## config.mk

```make
export PLATFORM = sky130hd
export DESIGN_NAME = switch_global_control_regs
export DESIGN_NICKNAME = d
export VERILOG_FILES = /design/src/switch_global_control_pkg.sv /design/src/prio_map_lookup.sv /design/src/switch_global_control_regs.sv
export SDC_FILE = /design/constraint.sdc
export NUM_CORES = 1
export LEC_CHECK = 0
export BUFFER_PORTS_ARGS = -buffer_cell sky130_fd_sc_hd__buf_2
export CORE_UTILIZATION = 30
export DETAILED_ROUTE_END_ITERATION = 10
export PLACE_DENSITY_LB_ADDON = 0.05
export SETUP_SLACK_MARGIN = 0.1
export SLEW_MARGIN = 20
export SYNTH_ARGS = -nofsm -noshare
export SYNTH_HDL_FRONTEND = slang
export SYNTH_SLANG_ARGS = --single-unit
```

## constraint.sdc

```tcl
create_clock -name mclk -period 3.04 [get_ports mclk]
set_clock_uncertainty 0.05 [all_clocks]
set_input_delay 0.76 -clock mclk [delete_from_list [all_inputs] [get_ports mclk]]
set_output_delay 0.76 -clock mclk [all_outputs]
set_load 0.1 [all_outputs]
```

## src/switch_global_control_pkg.sv

```systemverilog
// Purpose: Shared constants for the global priority, forwarding, pad and PHY address registers.
// Assumes: Byte-wide registers selected by an 8-bit register index.
// Notes:   Every register offset, register reset value and control-byte field position lives here.
package switch_global_control_pkg;

    // ------------------------------------------------------------------
    // Register access widths
    // ------------------------------------------------------------------
    localparam int ADDR_W = 8;
    localparam int DATA_W = 8;
    localparam int PCP_W  = 3;
    localparam int PRIO_W = 2;
    localparam int PORT_N = 3;
    localparam int PHY_W  = 5;
    localparam int MAP_N  = 8;

    // ------------------------------------------------------------------
    // Register indices
    // ------------------------------------------------------------------
    localparam logic [ADDR_W-1:0] OFS_PRIORITY_MAP_LOWER = 8'h0C;
    localparam logic [ADDR_W-1:0] OFS_PRIORITY_MAP_UPPER = 8'h0D;
    localparam logic [ADDR_W-1:0] OFS_UNKNOWN_DEST_PAD   = 8'h0E;
    localparam logic [ADDR_W-1:0] OFS_PHY_BASE_ADDRESS   = 8'h0F;

    // ------------------------------------------------------------------
    // Reset values
    // ------------------------------------------------------------------
    // Lower map holds pcp 3..0 as 01,01,00,00; upper map holds 7..4 as 11,11,10,10.
    localparam logic [DATA_W-1:0] RST_PRIORITY_MAP_LOWER = 8'h50;
    localparam logic [DATA_W-1:0] RST_PRIORITY_MAP_UPPER = 8'hFA;
    localparam logic              RST_UNKNOWN_ENABLE     = 1'h0;
    localparam logic              RST_PAD_DRIVE_16MA     = 1'h1;
    localparam logic [PORT_N-1:0] RST_UNKNOWN_PORT_MASK  = 3'h7;
    localparam logic [PHY_W-1:0]  RST_PHY_BASE           = 5'h01;

    // ------------------------------------------------------------------
    // Field positions
    // ------------------------------------------------------------------
    localparam int BIT_UNKNOWN_ENABLE = 7;
    localparam int BIT_PAD_DRIVE      = 6;
    localparam int LSB_UNKNOWN_MASK   = 0;
    localparam int LSB_PHY_BASE       = 3;

    // ------------------------------------------------------------------
    // PHY address code limits and reserved read values
    // ------------------------------------------------------------------
    localparam logic [PHY_W-1:0]  PHY_CODE_MIN  = 5'h01;
    localparam logic [PHY_W-1:0]  PHY_CODE_MAX  = 5'h1D;
    localparam logic [PHY_W-1:0]  PHY_STEP      = 5'h01;
    localparam logic [DATA_W-1:0] READ_UNMAPPED = 8'h00;
    localparam logic [2:0]        RSVD_ZERO3    = 3'h0;

endpackage : switch_global_control_pkg

```

## src/prio_map_lookup.sv

```systemverilog
// Purpose: Turns a frame's 3-bit 802.1p value into its 2-bit internal priority.
// Assumes: Map registers are stable or change between requests.
// Notes:   Result and valid are registered one cycle after the request.
`timescale 1ns/10ps
module prio_map_lookup (
    input  wire logic                                       mclk,
    input  wire logic                                       resetn,
    input  wire logic [switch_global_control_pkg::DATA_W-1:0] map_lower,
    input  wire logic [switch_global_control_pkg::DATA_W-1:0] map_upper,
    input  wire logic                                       req_valid,
    input  wire logic [switch_global_control_pkg::PCP_W-1:0]  req_pcp,
    output logic      [switch_global_control_pkg::PRIO_W-1:0] prio_ff,
    output logic                                            prio_valid_ff
);
    import switch_global_control_pkg::*;

    logic [2*DATA_W-1:0] map_all;
    logic [PRIO_W-1:0]   field [MAP_N];
    logic [PRIO_W-1:0]   nxt_prio;

    assign map_all = {map_upper, map_lower};

    // Entry n sits at bits 2n+1..2n of the joined maps.
    for (genvar n = 0; n < MAP_N; n++) begin : g_field
        assign field[n] = map_all[PRIO_W*n +: PRIO_W];
    end

    assign nxt_prio = field[req_pcp];

    always_ff @(posedge mclk or negedge resetn) begin
        if (!resetn) begin
            prio_ff       <= '0;
            prio_valid_ff <= 1'b0;
        end else begin
            prio_valid_ff <= req_valid;
            if (req_valid) begin
                prio_ff <= nxt_prio;
            end
        end
    end

endmodule : prio_map_lookup

```

## src/switch_global_control_regs.sv

```systemverilog
// Purpose: Global priority remap, unknown-destination forwarding, pad drive and PHY base address.
// Assumes: A management engine drives single-cycle read and write strobes with an index.
// Notes:   Reads answer one cycle after the strobe; writes take effect on the next edge.
`timescale 1ns/10ps

// Behaviour
// - pcp zero uses lower bits 1-0, reset 00
// - pcp one uses lower bits 3-2, reset 00
// - pcp two uses lower bits 5-4, reset 01
// - pcp three uses lower bits 7-6, reset 01
// - pcp four uses upper bits 1-0, reset 10
// - pcp five uses upper bits 3-2, reset 10
// - pcp six uses upper bits 5-4, reset 11
// - pcp seven uses upper bits 7-6, reset 11
// - enable bit 7 sends unknown frames to mask
// - port mask bits 2-0, reset 111
// - mask one includes port, zero excludes
// - bit 6 picks 16 mA or 8 mA drive
// - bits 5-3 read zero, software leaves alone
// - port 1 PHY address bits 7-3, reset 00001
// - port 2 PHY address is port 1 plus one
// - PHY register bits 2-0 read 000
module switch_global_control_regs (
    input  wire logic                                        mclk,
    input  wire logic                                        resetn,
    input  wire logic [switch_global_control_pkg::ADDR_W-1:0] reg_addr,
    input  wire logic                                        reg_wr,
    input  wire logic [switch_global_control_pkg::DATA_W-1:0] reg_wdata,
    input  wire logic                                        reg_rd,
    output logic      [switch_global_control_pkg::DATA_W-1:0] reg_rdata_ff,
    output logic                                             reg_rvalid_ff,
    input  wire logic                                        prio_req,
    input  wire logic [switch_global_control_pkg::PCP_W-1:0]  prio_req_pcp,
    output logic      [switch_global_control_pkg::PRIO_W-1:0] prio_ff,
    output logic                                             prio_valid_ff,
    input  wire logic                                        fwd_req,
    input  wire logic                                        fwd_dest_unknown,
    input  wire logic [switch_global_control_pkg::PORT_N-1:0] fwd_flood_ports,
    output logic      [switch_global_control_pkg::PORT_N-1:0] fwd_ports_ff,
    output logic                                             fwd_valid_ff,
    output logic                                             pad_drive_16ma_ff,
    output logic      [switch_global_control_pkg::PHY_W-1:0]  phy_addr_port1_ff,
    output logic      [switch_global_control_pkg::PHY_W-1:0]  phy_addr_port2_ff,
    output logic                                             phy_addr_invalid_ff
);
    import switch_global_control_pkg::*;

    // ------------------------------------------------------------------
    // Stored configuration
    // ------------------------------------------------------------------
    logic [DATA_W-1:0] map_lower_ff;
    logic [DATA_W-1:0] map_upper_ff;
    logic              unknown_enable_ff;
    logic [PORT_N-1:0] unknown_mask_ff;
    logic [PHY_W-1:0]  phy_base_ff;

    logic              wr_map_lower;
    logic              wr_map_upper;
    logic              wr_unknown;
    logic              wr_phy;
    logic [DATA_W-1:0] nxt_rdata;
    logic [PORT_N-1:0] nxt_fwd_ports;
    logic [PHY_W-1:0]  nxt_phy_port2;
    logic              nxt_phy_invalid;

    // ------------------------------------------------------------------
    // Write decode
    // ------------------------------------------------------------------
    assign wr_map_lower = reg_wr && (reg_addr == OFS_PRIORITY_MAP_LOWER);
    assign wr_map_upper = reg_wr && (reg_addr == OFS_PRIORITY_MAP_UPPER);
    assign wr_unknown   = reg_wr && (reg_addr == OFS_UNKNOWN_DEST_PAD);
    assign wr_phy       = reg_wr && (reg_addr == OFS_PHY_BASE_ADDRESS);

    // All four remap fields of each half are written together as one byte.
    always_ff @(posedge mclk or negedge resetn) begin
        if (!resetn) begin
            map_lower_ff <= RST_PRIORITY_MAP_LOWER;
            map_upper_ff <= RST_PRIORITY_MAP_UPPER;
        end else begin
            if (wr_map_lower) begin
                map_lower_ff <= reg_wdata;
            end
            if (wr_map_upper) begin
                map_upper_ff <= reg_wdata;
            end
        end
    end

    // Bits 5-3 are not stored, so a write to them is simply lost.
    always_ff @(posedge mclk or negedge resetn) begin
        if (!resetn) begin
            unknown_enable_ff <= RST_UNKNOWN_ENABLE;
            pad_drive_16ma_ff <= RST_PAD_DRIVE_16MA;
            unknown_mask_ff   <= RST_UNKNOWN_PORT_MASK;
        end else if (wr_unknown) begin
            unknown_enable_ff <= reg_wdata[BIT_UNKNOWN_ENABLE];
            pad_drive_16ma_ff <= reg_wdata[BIT_PAD_DRIVE];
            unknown_mask_ff   <= reg_wdata[LSB_UNKNOWN_MASK +: PORT_N];
        end
    end

    // Out-of-range codes are stored as written; the flag lets the PHY
    // management logic refuse them rather than hiding the value from software.
    always_ff @(posedge mclk or negedge resetn) begin
        if (!resetn) begin
            phy_base_ff <= RST_PHY_BASE;
        end else if (wr_phy) begin
            phy_base_ff <= reg_wdata[LSB_PHY_BASE +: PHY_W];
        end
    end

    // ------------------------------------------------------------------
    // Read path
    // ------------------------------------------------------------------
    always_comb begin
        nxt_rdata = READ_UNMAPPED;
        unique case (reg_addr)
            OFS_PRIORITY_MAP_LOWER: begin
                nxt_rdata = map_lower_ff;
            end
            OFS_PRIORITY_MAP_UPPER: begin
                nxt_rdata = map_upper_ff;
            end
            OFS_UNKNOWN_DEST_PAD: begin
                nxt_rdata = {unknown_enable_ff, pad_drive_16ma_ff, RSVD_ZERO3,
                             unknown_mask_ff};
            end
            OFS_PHY_BASE_ADDRESS: begin
                nxt_rdata = {phy_base_ff, RSVD_ZERO3};
            end
            default: begin
                nxt_rdata = READ_UNMAPPED;
            end
        endcase
    end

    // Read data are held until the next read so a slow serial engine can
    // shift them out at its own pace.
    always_ff @(posedge mclk or negedge resetn) begin
        if (!resetn) begin
            reg_rdata_ff  <= READ_UNMAPPED;
            reg_rvalid_ff <= 1'b0;
        end else begin
            reg_rvalid_ff <= reg_rd;
            if (reg_rd) begin
                reg_rdata_ff <= nxt_rdata;
            end
        end
    end

    // ------------------------------------------------------------------
    // Priority remap
    // ------------------------------------------------------------------
    prio_map_lookup u_prio_map_lookup (
        .mclk          (mclk),
        .resetn        (resetn),
        .map_lower     (map_lower_ff),
        .map_upper     (map_upper_ff),
        .req_valid     (prio_req),
        .req_pcp       (prio_req_pcp),
        .prio_ff       (prio_ff),
        .prio_valid_ff (prio_valid_ff)
    );

    // ------------------------------------------------------------------
    // Unknown-destination forwarding
    // ------------------------------------------------------------------
    // With the feature off, an unknown frame floods as the lookup proposed.
    always_comb begin
        nxt_fwd_ports = fwd_flood_ports;
        if (fwd_dest_unknown && unknown_enable_ff) begin
            nxt_fwd_ports = unknown_mask_ff;
        end
    end

    always_ff @(posedge mclk or negedge resetn) begin
        if (!resetn) begin
            fwd_ports_ff <= '0;
            fwd_valid_ff <= 1'b0;
        end else begin
            fwd_valid_ff <= fwd_req;
            if (fwd_req) begin
                fwd_ports_ff <= nxt_fwd_ports;
            end
        end
    end

    // ------------------------------------------------------------------
    // PHY addresses
    // ------------------------------------------------------------------
    assign nxt_phy_port2   = phy_base_ff + PHY_STEP;
    assign nxt_phy_invalid = (phy_base_ff < PHY_CODE_MIN) || (phy_base_ff > PHY_CODE_MAX);

    // These outputs trail the stored field by one cycle.
    always_ff @(posedge mclk or negedge resetn) begin
        if (!resetn) begin
            phy_addr_port1_ff   <= RST_PHY_BASE;
            phy_addr_port2_ff   <= RST_PHY_BASE + PHY_STEP;
            phy_addr_invalid_ff <= 1'b0;
        end else begin
            phy_addr_port1_ff   <= phy_base_ff;
            phy_addr_port2_ff   <= nxt_phy_port2;
            phy_addr_invalid_ff <= nxt_phy_invalid;
        end
    end

endmodule : switch_global_control_regs

```

**Word-level counts from Yosys, hierarchy flattened**

Cells that the tools add are included.

- $lt $le $gt $ge: 3
- Muxes and demuxes: 5
- Equal/unequal tests: 4
- Reduce and logical (&&, ||, !) cells: 6
- Bitwise operators: 1
- Add/sub/neg operators: 1

Operators by type and width:

| operator | count |
|---|---|
| $eq A8 B4 Y1 const B | 4 |
| $pmux W8 S4 | 1 |
| $bmux W2 S3 | 1 |
| $add A5 B1 Y5 const B | 1 |
| $gt A5 B5 Y1 const B | 1 |
| $logic_and A1 B1 Y1 | 5 |
| $lt A5 B1 Y1 const B | 1 |
| $ge A4 B4 Y1 const B | 1 |
| $mux W2 | 2 |
| $not A3 Y4 | 1 |
| $mux W3 | 1 |
| $logic_or A1 B1 Y1 | 1 |

- Output and inout port bits: 28
- Logic and storage cells: 35
- Register bits: 53

**Depth between registers and ports, before layout**

- Depth in word-level cells: 4
- Depth in mapped cells: 5
- Gate-level depth less buffers: 4

**By module**

From an unflattened synthesis, not the netlist that was laid out.

- Cell total of the unflattened synthesis: 167
- Area, all modules: 2388.5 um2

By module, submodules not included:

| module | times used | area each (um2) | cells an instance |
|---|---|---|---|
| switch_global_control_regs | 1 | 2149.6 | 149 |
| prio_map_lookup | 1 | 239.0 | 18 |

**Worst setup path before layout**

OpenSTA, ideal clock, no wires.

- Kind: input -> register
- Start point: input reg_addr[5] (netlist name)
- End point: register phy_base_ff[1]
- Slack: 1.074 ns
- Library setup time: 0.125 ns
- Cell stages on the path: 4
- Arrival: 1.791 ns
- Cell sequence: nor4_4 > and4_1 > buf_2 > mux2_2

- Cells in the longest elaborated chain, start to end: 2

RTL lines:

| what | RTL line | RTL |
|---|---|---|
| from (decl) | switch_global_control_regs.sv:26 | `input wire logic [switch_global_control_pkg::ADDR_W-1:0] reg_addr,` |
| $eq A8 B4 Y1 | switch_global_control_regs.sv:72 | `assign wr_phy = reg_wr && (reg_addr == OFS_PHY_BASE_ADDRESS);` |
| $logic_and A1 B1 Y1 | switch_global_control_regs.sv:72 |  |
| to (signal assigned) | switch_global_control_regs.sv:108 | `phy_base_ff <= reg_wdata[LSB_PHY_BASE +: PHY_W];` |
| to (decl) | switch_global_control_regs.sv:55 | `logic [PHY_W-1:0] phy_base_ff;` |

Every way passes these cells.
A chain may end at the register's enable or synchronous reset.

**Final worst setup path**

- Start point: register pad_drive_16ma_ff
- End point: output pad_drive_16ma_ff

RTL lines:

| what | RTL line | RTL |
|---|---|---|
| from (decl) | switch_global_control_regs.sv:41 | `output logic pad_drive_16ma_ff,` |
| from (signal assigned) | switch_global_control_regs.sv:97 | `pad_drive_16ma_ff <= reg_wdata[BIT_PAD_DRIVE];` |

No word-level cell between the ends.

==> impl_metrics.json <==
{
  "drv_slew": 0,
  "gp_congestion": 0.776,
  "routed_wl_um": 5150,
  "hold_slack_ps": 364,
  "portBuffers": 56,
  "path_cells": "buf_2",
  "fin_crit_ps": 2110,
  "drc": 0,
  "drive_gt1_share_pct": 51.3,
  "reg2reg_to": "u_prio_map_lookup.prio_ff[1]",
  "syn-num-nets": 199,
  "yosysWarnings": 0,
  "detail-route-antenna-nets": 0,
  "multi_input_area_sq_um": 893,
  "cts_setup_buffers": 0,
  "synth_top_cell_by_area": "dfrtp_1",
  "setup_viol": 0,
  "crit_end": "pad_drive_16ma_ff",
  "rr_startpoint": "map_upper_ff[7]",
  "max_freq_mhz": 475,
  "grt_max_degree": 31,
  "synth_area_sq_mm": 0.00234,
  "cp.depth": 1,
  "vias": 1515,
  "synth_area_leaders": "dfrtp_1 (41%), dfstp_2 (17%), mux2_2 (14%)",
  "synth_seq_cells": 53,
  "cts_resized": 0,
  "path_max_fanout": 3,
  "clock_tree.htree_level_count": 2,
  "clockBufferDepth": 2,
  "core-area_sq_mm": 0.00741,
  "tightest_slew_ps": 530,
  "dieWidth_um": 90.3,
  "placed_cells": 317,
  "netlist_instances": 168,
  "clock-sinks": 53,
  "drt-vias-per-instance": 4.66,
  "finalCritPeriodShare_pct": 69.3,
  "cts_tree": "done",
  "drt_first_pass_iters": 4,
  "numCtsBuffers": 5,
  "crit_path_start": "pad_drive_16ma_ff",
  "diodes": 0,
  "holdBufCountCts": 0,
  "final_cells": 325,
  "cp-start-kind": "flop",
  "critPathRequiredTime_ps": 2230,
  "clk_pin_slew_worst_paths_ps": 100,
  "endpoint_kind": "output port",
  "max_stage_delay_ps": 560,
  "yosysTopAreaCellShare_pct": 40.7,
  "grt_use_total_pct": 13.8,
  "final_common_cell": "buf_2",
  "grt_pass1_wl_um": 8780,
  "fill_cells": 730,
  "drtIter0Drc": 101,
  "hpwl_um": 3990,
  "rsz0062_at_grt": "false",
  "p_leak_nw": 1.39,
  "reg2reg_setup_slack_ps": 1630,
  "cts-root-buf": "clkbuf_8",
  "worstRegToRegCells": 3,
  "seq_area_frac_synth_pct": 57.5,
  "crit_type": "flop to output port",
  "pwr_density_cell_mw_per_mm2": 541,
  "syn_avg_cell_area_sq_um": 13.9,
  "crit_family": "flip-flops",
  "clk_latency_ps": 310,
  "dieArea_sq_mm": 0.00815,
  "wl_per_cell_um": 15.9,
  "die_height_um": 90.3,
  "slowest_stage": "dfstp_2",
  "worstPathBufferInverterCount": 1,
  "register_area_sq_mm": 0.00135,
  "final_nets": 256,
  "min_path_type": "input port to asynchronous set/reset pin",
  "antenna_found_initial": 0,
  "yosysUniqueCellTypes": 29,
  "start_util_pct": 31.6,
  "rows": 31,
  "area_delta_synth_final_pct": 20.9,
  "maxCapViolations": 0,
  "critPathArrivalTime_ps": 1300,
  "overflow": 0,
  "grt_pass1_vias": 1614,
  "setup-tns-final_ps": 0,
  "postLayoutCoreUtil_pct": 38.2,
  "status": "complete, no violations",
  "slew_headroom_pct": 64.7,
  "io-pin-count": 57,
  "layout_common_cells": "buf_2 (56), dfrtp_1 (38), mux2_2 (29), mux2i_1 (16)",
  "hold_violations": 0,
  "peakVddDrop_mv": 0.174
}
## synth_stat cells
| library cell | count |
|---|---|
| a21oi_1 | 3 |
| a22oi_1 | 3 |
| a2bb2oi_1 | 3 |
| and2_0 | 1 |
| and2_1 | 1 |
| and2b_1 | 2 |
| and4_1 | 2 |
| buf_2 | 2 |
| buf_4 | 2 |
| buf_6 | 1 |
| clkbuf_1 | 2 |
| dfrtp_1 | 38 |
| dfstp_2 | 15 |
| ha_1 | 2 |
| inv_1 | 15 |
| mux2_2 | 29 |
| mux2i_1 | 16 |
| mux4_2 | 4 |
| nand2_1 | 2 |
| nand3_1 | 3 |
| nand4_2 | 2 |
| nand4b_1 | 1 |
| nor2_1 | 5 |
| nor3_1 | 1 |
| nor4_4 | 1 |
| o21ai_0 | 1 |
| o22ai_1 | 8 |
| xnor2_1 | 2 |
| xor2_1 | 1 |
## logic make-up (layout without fill, tap and decap cells)
| family | after synthesis | after routing | share of synthesized area (%) |
|---|---|---|---|
| XOR/XNOR | 3 | 3 | 1.12 |
| AND/OR/NAND/NOR | 21 | 21 | 6.26 |
| AO/OA/AOI/OAI | 18 | 18 | 5.08 |
| flip-flops | 53 | 53 | 57.5 |
| adder cells (fa/ha/maj) | 2 | 2 | 1.07 |
| multiplexers | 49 | 49 | 24.7 |
| buffers and inverters | 22 | 80 | 4.28 |
## cell type report
type	instances	share of cell area (%)
well taps	99	4.38
multi-input cells	93	31.6
inverters	15	1.99
clock inverters	2	1.33
clock buffers	6	2.92
flip-flops and latches	53	47.6
repair buffers	57	10.2
## routing by layer
metal	global-route usage (%)	vias to the layer above	share of wire (%)
met5	0	-	0
met2	21.8	43	47
li1	-	711	-
met3	3.54	5	4.6
met1	18.6	756	47
met4	4.03	0	1.2
## through the flow
stage	worst slack, ps	power (mW)	instance area, sq um
global placement	795	1.05	2710
floorplan	1070	0.973	2340
CTS	923	1.55	2830
detailed placement	790	1.05	2710
global route	898	1.59	2830
finish	935	1.53	2830
## power by group
group	switching, mW	total (mW)	internal (mW)
clock network	0.228	0.496	0.268
logic	0.199	0.265	0.0654
registers	0.0237	0.770	0.746
## worst min path at each step
stage	start	slack (ps)	to
6_report	resetn	360	reg_rdata_ff[3]
5_1_grt	phy_base_ff[0]	400	phy_addr_port1_ff[0]
4_1_cts	resetn	380	reg_rdata_ff[3]
3_5_place_dp	phy_base_ff[0]	370	phy_addr_port1_ff[0]
3_3_place_gp	phy_base_ff[0]	370	phy_addr_port1_ff[0]
2_1_floorplan	phy_base_ff[0]	340	phy_addr_port1_ff[0]
## registers in the layout, summed over array words and instances (netlist names)
register,flops
map_lower_ff,8
map_upper_ff,8
reg_rdata_ff,8
phy_addr_port1_ff,5
phy_addr_port2_ff,5
phy_base_ff,5
fwd_ports_ff,3
unknown_mask_ff,3
u_prio_map_lookup.prio_ff,2
fwd_valid_ff,1
pad_drive_16ma_ff,1
phy_addr_invalid_ff,1
reg_rvalid_ff,1
u_prio_map_lookup.prio_valid_ff,1
unknown_enable_ff,1
Note: power is estimated with default switching activity, not from simulation.
